$ cat src/pkg/erb_pkg.sv
// Purpose: Shared constants for the emulation reset and bus select block
// Assumes: 125 MHz core clock, active-low reset, request and grant pins; emulator enable active high
// Notes:   Mode pin count and synchroniser depth live here
`default_nettype none
package erb_pkg;
   localparam int          MODE_W      = 3;        // Memory-mode select pins A, B, C
   localparam int          SYNC_DEPTH  = 3;        // Flip-flops on each pin input
   localparam int          MODE_C_BIT  = 2;        // Third mode pin, shared with flag 2
   localparam int          CLK_MHZ     = 125;      // Core clock rate
   localparam int          RST_LOW_NS  = 40;       // Least reset low width, five 8 ns cycles
   localparam int          RST_LOW_CYC = (RST_LOW_NS * CLK_MHZ + 999) / 1000;
   localparam logic [2:0]  MODE_RST    = 3'h0;     // Mode latch value before first capture
   localparam logic [3:0]  CNT_W4_ZERO = 4'h0;     // Counter clear value
   localparam logic        PIN_HIGH    = 1'b1;     // Inactive level of an active-low pin
   // Reset sequencing state: running, waiting in reset, capturing the mode
   typedef enum logic [1:0] {
      ERB_RUN      = 2'b00,
      ERB_IN_RESET = 2'b01,
      ERB_CAPTURE  = 2'b10
   } erb_state_t;
endpackage
`default_nettype wire

$ cat src/core/erb_sync.sv
// Purpose: Three-stage synchroniser with agree-to-change filter
// Assumes: Input comes from a pin outside the clock domain
// Notes:   Output changes only when stages two and three agree
`default_nettype none
module erb_sync #(
   parameter int   DEPTH     = erb_pkg::SYNC_DEPTH,
   parameter logic RST_VAL   = erb_pkg::PIN_HIGH
) (
   input  wire logic clock,
   input  wire logic resetn,
   input  wire logic pin_in,
   output var  logic level_out
);
   logic [DEPTH-1:0] stage_r;    // Shift chain, bit 0 is the first stage
   logic [DEPTH-1:0] stage_nxt;
   logic             level_r;    // Filtered level
   logic             level_nxt;

   // Next-state: shift in and accept a change once the last two stages agree
   always_comb begin
      stage_nxt = {stage_r[DEPTH-2:0], pin_in};
      level_nxt = level_r;
      // A lone sample on a metastable edge never reaches the output
      if (stage_r[DEPTH-2] == stage_r[DEPTH-1]) begin
         level_nxt = stage_r[DEPTH-1];
      end
   end

   // Registers only; first stage read solely by the second
   always_ff @(posedge clock or negedge resetn) begin
      if (!resetn) begin
         stage_r <= {DEPTH{RST_VAL}};
         level_r <= RST_VAL;
      end else begin
         stage_r <= stage_nxt;
         level_r <= level_nxt;
      end
   end

   assign level_out = level_r;
endmodule
`default_nettype wire

$ cat src/core/erb_emu_select.sv
// Purpose: Emulator takeover of reset and bus request/grant, mode pin latch
// Assumes: All pin inputs asynchronous; one 125 MHz clock; resetn is power-on reset
// Notes:   Chip reset and mode capture driven by whichever reset source is selected
//
// What this block does
// [RL1] Latch mode pins on normal reset rising edge
// [RL2] Emulator reset resets chip, recaptures mode pins
// [RL3] Emulator enable selects emulator reset/request/grant
// [RL4] Normal grant output floats under emulation
// [RL5] Emulation pins ignored unless emulation active
// [RL6] Emulator ignores target reset/request while stepping
// [RL7] Target takes bus only after emulator grant
// [RL8] Target should hold third mode pin low
// [RL9] Mode C driven only during reset, then released
// [RL10] Without enable, only normal pins are used
`default_nettype none
module erb_emu_select #(
   parameter int MODE_W = erb_pkg::MODE_W
) (
   input  wire logic              clock,
   input  wire logic              resetn,
   input  wire logic              reset_pin_n,
   input  wire logic              emu_reset_n,
   input  wire logic              emulator_enable,
   input  wire logic              bus_request_n,
   input  wire logic              emu_bus_request_n,
   input  wire logic [MODE_W-1:0] mode_pins,
   input  wire logic              core_grant,
   output var  logic              chip_reset_n,
   output var  logic              core_bus_request,
   output var  logic              bus_grant_n,
   output var  logic              bus_grant_oe,
   output var  logic              emu_bus_grant_n,
   output var  logic [MODE_W-1:0] mode_latched,
   output var  logic              mode_valid
);
   logic              nrst_s;        // Synchronised normal reset
   logic              erst_s;        // Synchronised emulator reset
   logic              ee_s;          // Synchronised emulator enable
   logic              nbr_s;         // Synchronised normal bus request
   logic              ebr_s;         // Synchronised emulator bus request
   logic [MODE_W-1:0] mode_s;        // Synchronised mode pins
   logic              sel_rst_n;     // Reset from the selected source
   logic              sel_br_n;      // Bus request from the selected source


   // Sequencing state and every top output, each with its next value
   erb_pkg::erb_state_t state_r;              // Reset sequencing state
   erb_pkg::erb_state_t state_nxt;
   logic                chip_reset_n_r;       // Chip reset to the core
   logic                chip_reset_n_nxt;
   logic                core_bus_request_r;   // Request to the core, active high
   logic                core_bus_request_nxt;
   logic                bus_grant_n_r;        // Grant to the target side
   logic                bus_grant_n_nxt;
   logic                bus_grant_oe_r;       // High while the target grant is driven
   logic                bus_grant_oe_nxt;
   logic                emu_bus_grant_n_r;    // Grant to the pod
   logic                emu_bus_grant_n_nxt;
   logic [MODE_W-1:0]   mode_latched_r;       // Boot mode held for the core
   logic [MODE_W-1:0]   mode_latched_nxt;
   logic                mode_valid_r;         // Mode latch holds a fresh capture
   logic                mode_valid_nxt;

   // Chooses the pod-side level while the pod holds control, else the target side
   function automatic logic pick_source(
      input logic emu_on,
      input logic emu_level,
      input logic normal_level
   );
      logic chosen;
      chosen = normal_level;
      if (emu_on) begin
         chosen = emu_level;
      end
      return chosen;
   endfunction

   // Reset pins power up asserted, so the core never sees a false run
   // before the synchronisers have settled on the real pin level
   erb_sync #(
      .DEPTH   (erb_pkg::SYNC_DEPTH),
      .RST_VAL (~erb_pkg::PIN_HIGH)
   ) i_sync_nrst (
      .clock     (clock),
      .resetn    (resetn),
      .pin_in    (reset_pin_n),
      .level_out (nrst_s)
   );

   // Emulator reset, same treatment as the normal reset
   erb_sync #(
      .DEPTH   (erb_pkg::SYNC_DEPTH),
      .RST_VAL (~erb_pkg::PIN_HIGH)
   ) i_sync_erst (
      .clock     (clock),
      .resetn    (resetn),
      .pin_in    (emu_reset_n),
      .level_out (erst_s)
   );

   // Emulator enable powers up off: the target owns the chip until the pod says so
   erb_sync #(
      .DEPTH   (erb_pkg::SYNC_DEPTH),
      .RST_VAL (~erb_pkg::PIN_HIGH)
   ) i_sync_ee (
      .clock     (clock),
      .resetn    (resetn),
      .pin_in    (emulator_enable),
      .level_out (ee_s)
   );

   // Target bus request, idle high
   erb_sync #(
      .DEPTH   (erb_pkg::SYNC_DEPTH),
      .RST_VAL (erb_pkg::PIN_HIGH)
   ) i_sync_nbr (
      .clock     (clock),
      .resetn    (resetn),
      .pin_in    (bus_request_n),
      .level_out (nbr_s)
   );

   // Pod bus request, idle high
   erb_sync #(
      .DEPTH   (erb_pkg::SYNC_DEPTH),
      .RST_VAL (erb_pkg::PIN_HIGH)
   ) i_sync_ebr (
      .clock     (clock),
      .resetn    (resetn),
      .pin_in    (emu_bus_request_n),
      .level_out (ebr_s)
   );

   // Mode pins share the reset pins' latency, so a mode value released
   // together with reset is never seen before reset itself rises
   genvar gi;
   generate
      for (gi = 0; gi < MODE_W; gi++) begin : g_mode_sync
         erb_sync #(
            .DEPTH   (erb_pkg::SYNC_DEPTH),
            .RST_VAL (erb_pkg::PIN_HIGH)
         ) i_sync_mode (
            .clock     (clock),
            .resetn    (resetn),
            .pin_in    (mode_pins[gi]),
            .level_out (mode_s[gi])
         );
      end
   endgenerate

   // Source selection; the unselected side has no effect at all
   always_comb begin
      sel_rst_n = pick_source(ee_s, erst_s, nrst_s); // RL2 RL3 RL5 RL10
      sel_br_n  = pick_source(ee_s, ebr_s, nbr_s);   // RL3 RL5 RL10
   end

   // Next-state: reset sequencing and mode capture
   always_comb begin
      state_nxt        = state_r;
      mode_latched_nxt = mode_latched_r;
      mode_valid_nxt   = mode_valid_r;
      chip_reset_n_nxt = sel_rst_n;                  // RL2
      // Track the mode pins only while reset is low; the shared flag pin
      // is free again once reset rises, so its later activity is ignored
      if (!sel_rst_n) begin
         mode_latched_nxt = mode_s;                  // RL1 RL2 RL9
         mode_valid_nxt   = 1'b0;                    // RL2
      end
      unique case (state_r)
         // Waiting for the selected reset to rise
         erb_pkg::ERB_IN_RESET: begin
            if (sel_rst_n) begin
               state_nxt = erb_pkg::ERB_CAPTURE;
            end
         end
         // Rising edge seen; the last in-reset sample is now frozen
         erb_pkg::ERB_CAPTURE: begin
            if (sel_rst_n) begin
               mode_valid_nxt = 1'b1;                // RL1
               state_nxt      = erb_pkg::ERB_RUN;
            end else begin
               state_nxt = erb_pkg::ERB_IN_RESET;
            end
         end
         // Running; any reset from the selected source starts over
         erb_pkg::ERB_RUN: begin
            if (!sel_rst_n) begin
               state_nxt = erb_pkg::ERB_IN_RESET;    // RL2
            end
         end
         // Unused code: fall back to reset
         default: begin
            state_nxt = erb_pkg::ERB_IN_RESET;
         end
      endcase
   end

   // Next-state: bus request and grant steering
   always_comb begin
      core_bus_request_nxt = ~sel_br_n;              // RL3 RL10
      bus_grant_n_nxt      = erb_pkg::PIN_HIGH;
      bus_grant_oe_nxt     = 1'b0;
      emu_bus_grant_n_nxt  = erb_pkg::PIN_HIGH;      // RL5
      if (ee_s) begin
         // Pod in control: target grant floats, pod sees the grant
         emu_bus_grant_n_nxt = ~core_grant;          // RL3 RL4
      end else begin
         // Target in control: pod grant stays idle
         bus_grant_n_nxt  = ~core_grant;             // RL10
         bus_grant_oe_nxt = 1'b1;                    // RL10
      end
   end

   // Registers only; the reset branch loads constants
   always_ff @(posedge clock or negedge resetn) begin
      if (!resetn) begin
         state_r            <= erb_pkg::ERB_IN_RESET;
         chip_reset_n_r     <= ~erb_pkg::PIN_HIGH;
         core_bus_request_r <= 1'b0;
         bus_grant_n_r      <= erb_pkg::PIN_HIGH;
         bus_grant_oe_r     <= 1'b1;
         emu_bus_grant_n_r  <= erb_pkg::PIN_HIGH;
         mode_latched_r     <= MODE_W'(erb_pkg::MODE_RST);
         mode_valid_r       <= 1'b0;
      end else begin
         state_r            <= state_nxt;
         chip_reset_n_r     <= chip_reset_n_nxt;
         core_bus_request_r <= core_bus_request_nxt;
         bus_grant_n_r      <= bus_grant_n_nxt;
         bus_grant_oe_r     <= bus_grant_oe_nxt;
         emu_bus_grant_n_r  <= emu_bus_grant_n_nxt;
         mode_latched_r     <= mode_latched_nxt;
         mode_valid_r       <= mode_valid_nxt;
      end
   end

   // Every output straight from its flip-flop
   assign chip_reset_n     = chip_reset_n_r;
   assign core_bus_request = core_bus_request_r;
   assign bus_grant_n      = bus_grant_n_r;
   assign bus_grant_oe     = bus_grant_oe_r;
   assign emu_bus_grant_n  = emu_bus_grant_n_r;
   assign mode_latched     = mode_latched_r;
   assign mode_valid       = mode_valid_r;

   // Mode latch frozen whenever the selected reset is high
   AST_MODE_HOLD: assert property (@(posedge clock) disable iff (!resetn) // RL1
      sel_rst_n |=> $stable(mode_latched))
      else $error("mode latch moved outside reset");
   // Selected reset reaches the core next cycle
   AST_RESET_FOLLOW: assert property (@(posedge clock) disable iff (!resetn) // RL2
      !sel_rst_n |=> !chip_reset_n)
      else $error("chip reset not asserted");
   // A new reset discards the held mode
   AST_VALID_DROP: assert property (@(posedge clock) disable iff (!resetn) // RL2
      !sel_rst_n |=> !mode_valid)
      else $error("mode valid kept through reset");
   // Selected request reaches the core
   AST_REQ_ON: assert property (@(posedge clock) disable iff (!resetn) // RL3
      !sel_br_n |=> core_bus_request)
      else $error("bus request not passed");
   // Idle selected request keeps the core quiet
   AST_REQ_OFF: assert property (@(posedge clock) disable iff (!resetn) // RL3
      sel_br_n |=> !core_bus_request)
      else $error("bus request without source");
   // Target grant floats under emulation
   AST_GRANT_FLOAT: assert property (@(posedge clock) disable iff (!resetn) // RL4
      ee_s |=> !bus_grant_oe)
      else $error("target grant driven under emulation");
   // Pod grant idle outside emulation
   AST_EMU_GRANT_IDLE: assert property (@(posedge clock) disable iff (!resetn) // RL5
      !ee_s |=> emu_bus_grant_n)
      else $error("pod grant active outside emulation");
   // Target grant driven outside emulation
   AST_GRANT_DRIVE: assert property (@(posedge clock) disable iff (!resetn) // RL10
      !ee_s |=> bus_grant_oe)
      else $error("target grant not driven");

   // Main scenarios: capture, pod takeover, pod reset
   COV_CAPTURE: cover property (@(posedge clock) disable iff (!resetn)
      state_r == erb_pkg::ERB_CAPTURE ##1 mode_valid);
   COV_TAKEOVER: cover property (@(posedge clock) disable iff (!resetn)
      ee_s ##1 !bus_grant_oe);
   COV_EMU_RESET: cover property (@(posedge clock) disable iff (!resetn)
      ee_s && !erst_s);
endmodule
`default_nettype wire

$ cat config.mk
export PLATFORM = sky130hd
export DESIGN_NAME = erb_emu_select
export DESIGN_NICKNAME = d
export VERILOG_FILES = /design/src/pkg/erb_pkg.sv /design/src/core/erb_sync.sv /design/src/core/erb_emu_select.sv
export SDC_FILE = /design/constraint.sdc
export NUM_CORES = 1
export LEC_CHECK = 0
export BUFFER_PORTS_ARGS = -buffer_cell sky130_fd_sc_hd__buf_2
export CAP_MARGIN = 20
export CORE_ASPECT_RATIO = 1.5
export CORE_MARGIN = 4
export CORE_UTILIZATION = 50
export CTS_CLUSTER_SIZE = 10
export DETAILED_ROUTE_END_ITERATION = 12
export PLACE_DENSITY = 0.71
export RECOVER_POWER = 100
export SLEW_MARGIN = 20
export SYNTH_ARGS = -nofsm -noshare
export SYNTH_HDL_FRONTEND = slang
export SYNTH_SLANG_ARGS = --single-unit
$ cat constraint.sdc
create_clock -name clock -period 3.8 [get_ports clock]
set_clock_uncertainty 0.05 [all_clocks]
set_input_delay 0.19 -clock clock [delete_from_list [all_inputs] [get_ports clock]]
set_output_delay 0.19 -clock clock [all_outputs]
set_load 0.1 [all_outputs]
==> key figures <==
Outcome
  • Status: finished with violations
  • Violated checks: max-capacitance violations, max-slew violations

Routing
  • Top layer reached by signal wires: met4
  • Met1 wire length: 772 um
  • Drt wl/cell: ~12 um
  • Antenna Nets Post-Route: 0
  • Vias: 666
  • Initial DRC Count: 12
  • Post-Route WL: ~1800 um
  • Drt drc: 0
  • Met2 WL post-DR: between 800 and 900 um
  • Met3 wire len: 108 um
  • Vias per cell: around 4.5
  • DR pass1 iterations: 2

GRT
  • Number of global-route vias before repair: 730
  • First-pass GRT wire length: 3236 um
  • GR Overflow Total: 0
  • Initial antenna violation count: 0
  • Largest net degree at the start of global routing: 44
  • Total GRT Usage: 12.59%

Yosys
  • Syn_area_per_cell: 18.89 um2
  • Post-synthesis xor/xnor area fraction: 0%
  • Most frequent cell after synthesis: dfstp_2
  • Compound-gate portion of the synthesized area: less than 1%
  • Main combinational cell family by area after synthesis: adder cells
  • Post-synthesis sequential area ratio: 80.22%
  • Cell Area, Synth: 0.001379 mm2
  • Area share of the largest cell type after synthesis: 45.74%
  • Synth Register Bits: 43
  • Synth area leaders: dfstp_2 46%, dfrtp_1 34%, maj3_1 5.8%
  • FFs w/ async S/R, synth: 100.0%
  • Mapped Nets: 88
  • Largest area contributor in the netlist: dfstp_2
  • Commonest register cell after synthesis: dfstp_2
  • EDFF count, synth: 0
  • Mux contribution to synthesized area: 7.078%
  • Post-Synth Simple-Gate Area: 1.543%
  • Mapped Cells: 73
  • Synthesis Warnings: 0
  • Synth cell types: 13
  • Most instantiated cells after synthesis: 24 x dfstp_2, 19 x dfrtp_1, 8 x maj3_1, 4 x ha_1, 4 x inv_1
  • Adder-cell share of the synthesized area: under 10%

Placement
  • Routability Congestion: between 0.6 and 0.7
  • Dpl hpwl: 1213 um
  • Buffers on Ports: 19
  • Dpl ws: 2.064 ns
  • Inst Count DP: 129

Die
  • Die ar.: approximately 0.0037 mm2
  • Die width: 50.88 um
  • Core ar.: 0.002648 mm2
  • Row cnt: 23
  • Initial core utilization: a little over half
  • IO Count: 20
  • Die Height: 72.32 um

Clock network
  • Worst-Skew Late Latency: about 0.29 ns
  • CTS tree: yes
  • CTS root buf: clkbuf_8
  • Clock buffer depth: 2
  • CTS Sinks: between 40 and 50
  • H-tree level count: 2
  • Post-CTS Setup Bufs: 0
  • Worst-path clk slew: 0.08 ns
  • Total CTS buffers: 5

Cells and area
  • ANT cells: 0
  • FF/Latch Area: 0.001106 mm2
  • Multi-input combinational cell area: approximately 250 um2
  • Share of cells above drive strength 1: between 30% and 40%
  • Non-Filler Instances: around 150
  • Fill cell count: 211
  • Final #Nets: 124
  • Layout area overhead: 24.23%

Timing
  • Worst-margin pin slew: 2.121 ns
  • Fmax: ~0.43 GHz
  • Setup WS post-layout: ~1.5 ns
  • Final worst path period share: 61.09%
  • Final Hold Vio Count: 0
  • Final Setup Violations: 0
  • Fin Setup TNS: 0 ns
  • Slew HR: -41.42%
  • Final min period: between 2 and 2.5 ns
  • Slew Viols, Final: 44
  • RSZ-0062 raised after global routing: false

Power and ir drop
  • Sw power: 0.3670 mW
  • Internal power: around 0.8 mW
  • Share of total power in combinational logic: 22.8%
  • Switching Share: 31.25%
  • Clock power frac: 30.1%
  • P_leak: 0.7453 nW
  • Sequential share of power: a little under half
  • VDD IR max: between 400 and 500 uV
  • Pwr/cell area: roughly 690 mW/mm2
  • Post-layout power: about 1.2 mW

Worst setup path
  • WS Path Type: in2async
  • Critical Path AT: roughly 2.2 ns
  • Worst path slowest cell: clkbuf_1
  • CP Launch Type: input port
  • Worst path max stage delay: between 1.5 and 2 ns
  • Required time of the critical path: between 3 and 4 ns
  • R2R cell count: 3
  • Number of buffers and inverters on the critical path: 2
  • Critical path's top delay family: buffers and inverters
  • Critical path capture point type: async pin
  • Worst path cell trace: dlygate4sd3_1, clkbuf_1
  • CP Max Fanout: between 40 and 50
  • Cell count along the critical path: 2

Min path
  • Hold Path Stages: 0
  • Hold Crit Class: reg2reg

Run
  • Maximum Capacitance Violations: 1
[kinds of logic (layout without fill, tap and decap cells)]
kind of cell,count (synthesis),in the layout
adder cells (fa/ha/maj),12,12
buffers and inverters,4,41
AO/OA/AOI/OAI,1,1
flip-flops,43,43
AND/OR/NAND/NOR,5,5
multiplexers,8,8
[power by group through the flow]
stage,logic (mW),registers [mW],clock network (mW)
6_report,0.268,0.553,0.353
3_3_place_gp,0.258,0.559,0
4_1_cts,0.281,0.557,0.368
3_5_place_dp,0.271,0.565,0
5_1_grt,0.292,0.561,0.391
2_1_floorplan,0.0882,0.686,0
[cell usage in the layout (no fill, tap or decap)]
cell type,instances
a2bb2oi_1,1
bufinv_16,1
clkbuf_8,6
ha_1,4
or2_2,1
dfrtp_1,19
dfstp_2,16
mux2_1,1
inv_1,4
clkbuf_1,10
clkinv_2,1
nand2_1,2
nor2_1,2
dlygate4sd3_1,10
maj3_1,8
mux2i_1,4
mux2_2,3
dfstp_1,8
buf_2,9
[timing repair]
| action | CTS | global route |
|---|---|---|
| endpoints found under the hold margin | 21 | 0 |
| hold buffers | 10 | 0 |
| gates resized for setup | 0 | 0 |
[registers in the layout (all words and copies together), names as in the netlist, 2 cells and up]
signal,count
mode_latched,3
i_sync_erst.stage_r,3
g_mode_sync.i_sync_mode.level_out,3
state_r,2
i_sync_nrst.stage_r,3
i_sync_ee.stage_r,3
i_sync_ebr.stage_r,3
i_sync_nbr.stage_r,3
g_mode_sync.i_sync_mode.stage_r,9
[path summary, 6_finish.rpt]
path | from | end | slack (ns)
setup / recovery | resetn | state_r[1] | 1.48
hold / removal | g_mode_sync[2].i_sync_mode.stage_r[0] | g_mode_sync[2].i_sync_mode.stage_r[1] | 0.30
setup reg to reg | i_sync_ee.level_out | state_r[1] | 1.85
hold reg to reg | g_mode_sync[2].i_sync_mode.stage_r[0] | g_mode_sync[2].i_sync_mode.stage_r[1] | 0.30
max in group clock | i_sync_ee.level_out | state_r[1] | 1.85
min in group asynchronous | resetn | core_bus_request | 1.00
[layer usage]
| layer | track usage [%] | up-vias |
|---|---|---|
| li1 | - | 310 |
| met1 | 15.06 | 333 |
| met2 | 18.02 | 18 |
| met3 | 5.544 | 5 |
| met4 | 8.982 | 0 |
| met5 | 0 | - |
[area by class of cell]
cell class / count / share of cell area, %
Timing Repair Buffer: 29 / 10.66
Clock inverter: 2 / 2.045
Tap cell: 37 / 2.703
Sequential cell: 43 / 64.57
Inverter: 4 / 0.8766
Multi-Input combinational cell: 26 / 14.32
Clock buffer: 6 / 4.821
[through the flow]
| step | utilization (%) | hold slack (ns) | area (um2) |
|---|---|---|---|
| finish | 64.70 | 0.3036 | 1713 |
| global route | 64.70 | 0.3059 | 1713 |
| CTS | 65.64 | 0.2996 | 1738 |
| detailed placement | 57.42 | 0.2465 | 1520 |
| global placement | 57.42 | 0.2449 | 1520 |
| floorplan | - | -0.1556 | 1379 |
No activity file was read; power rests on OpenSTA's default activity.
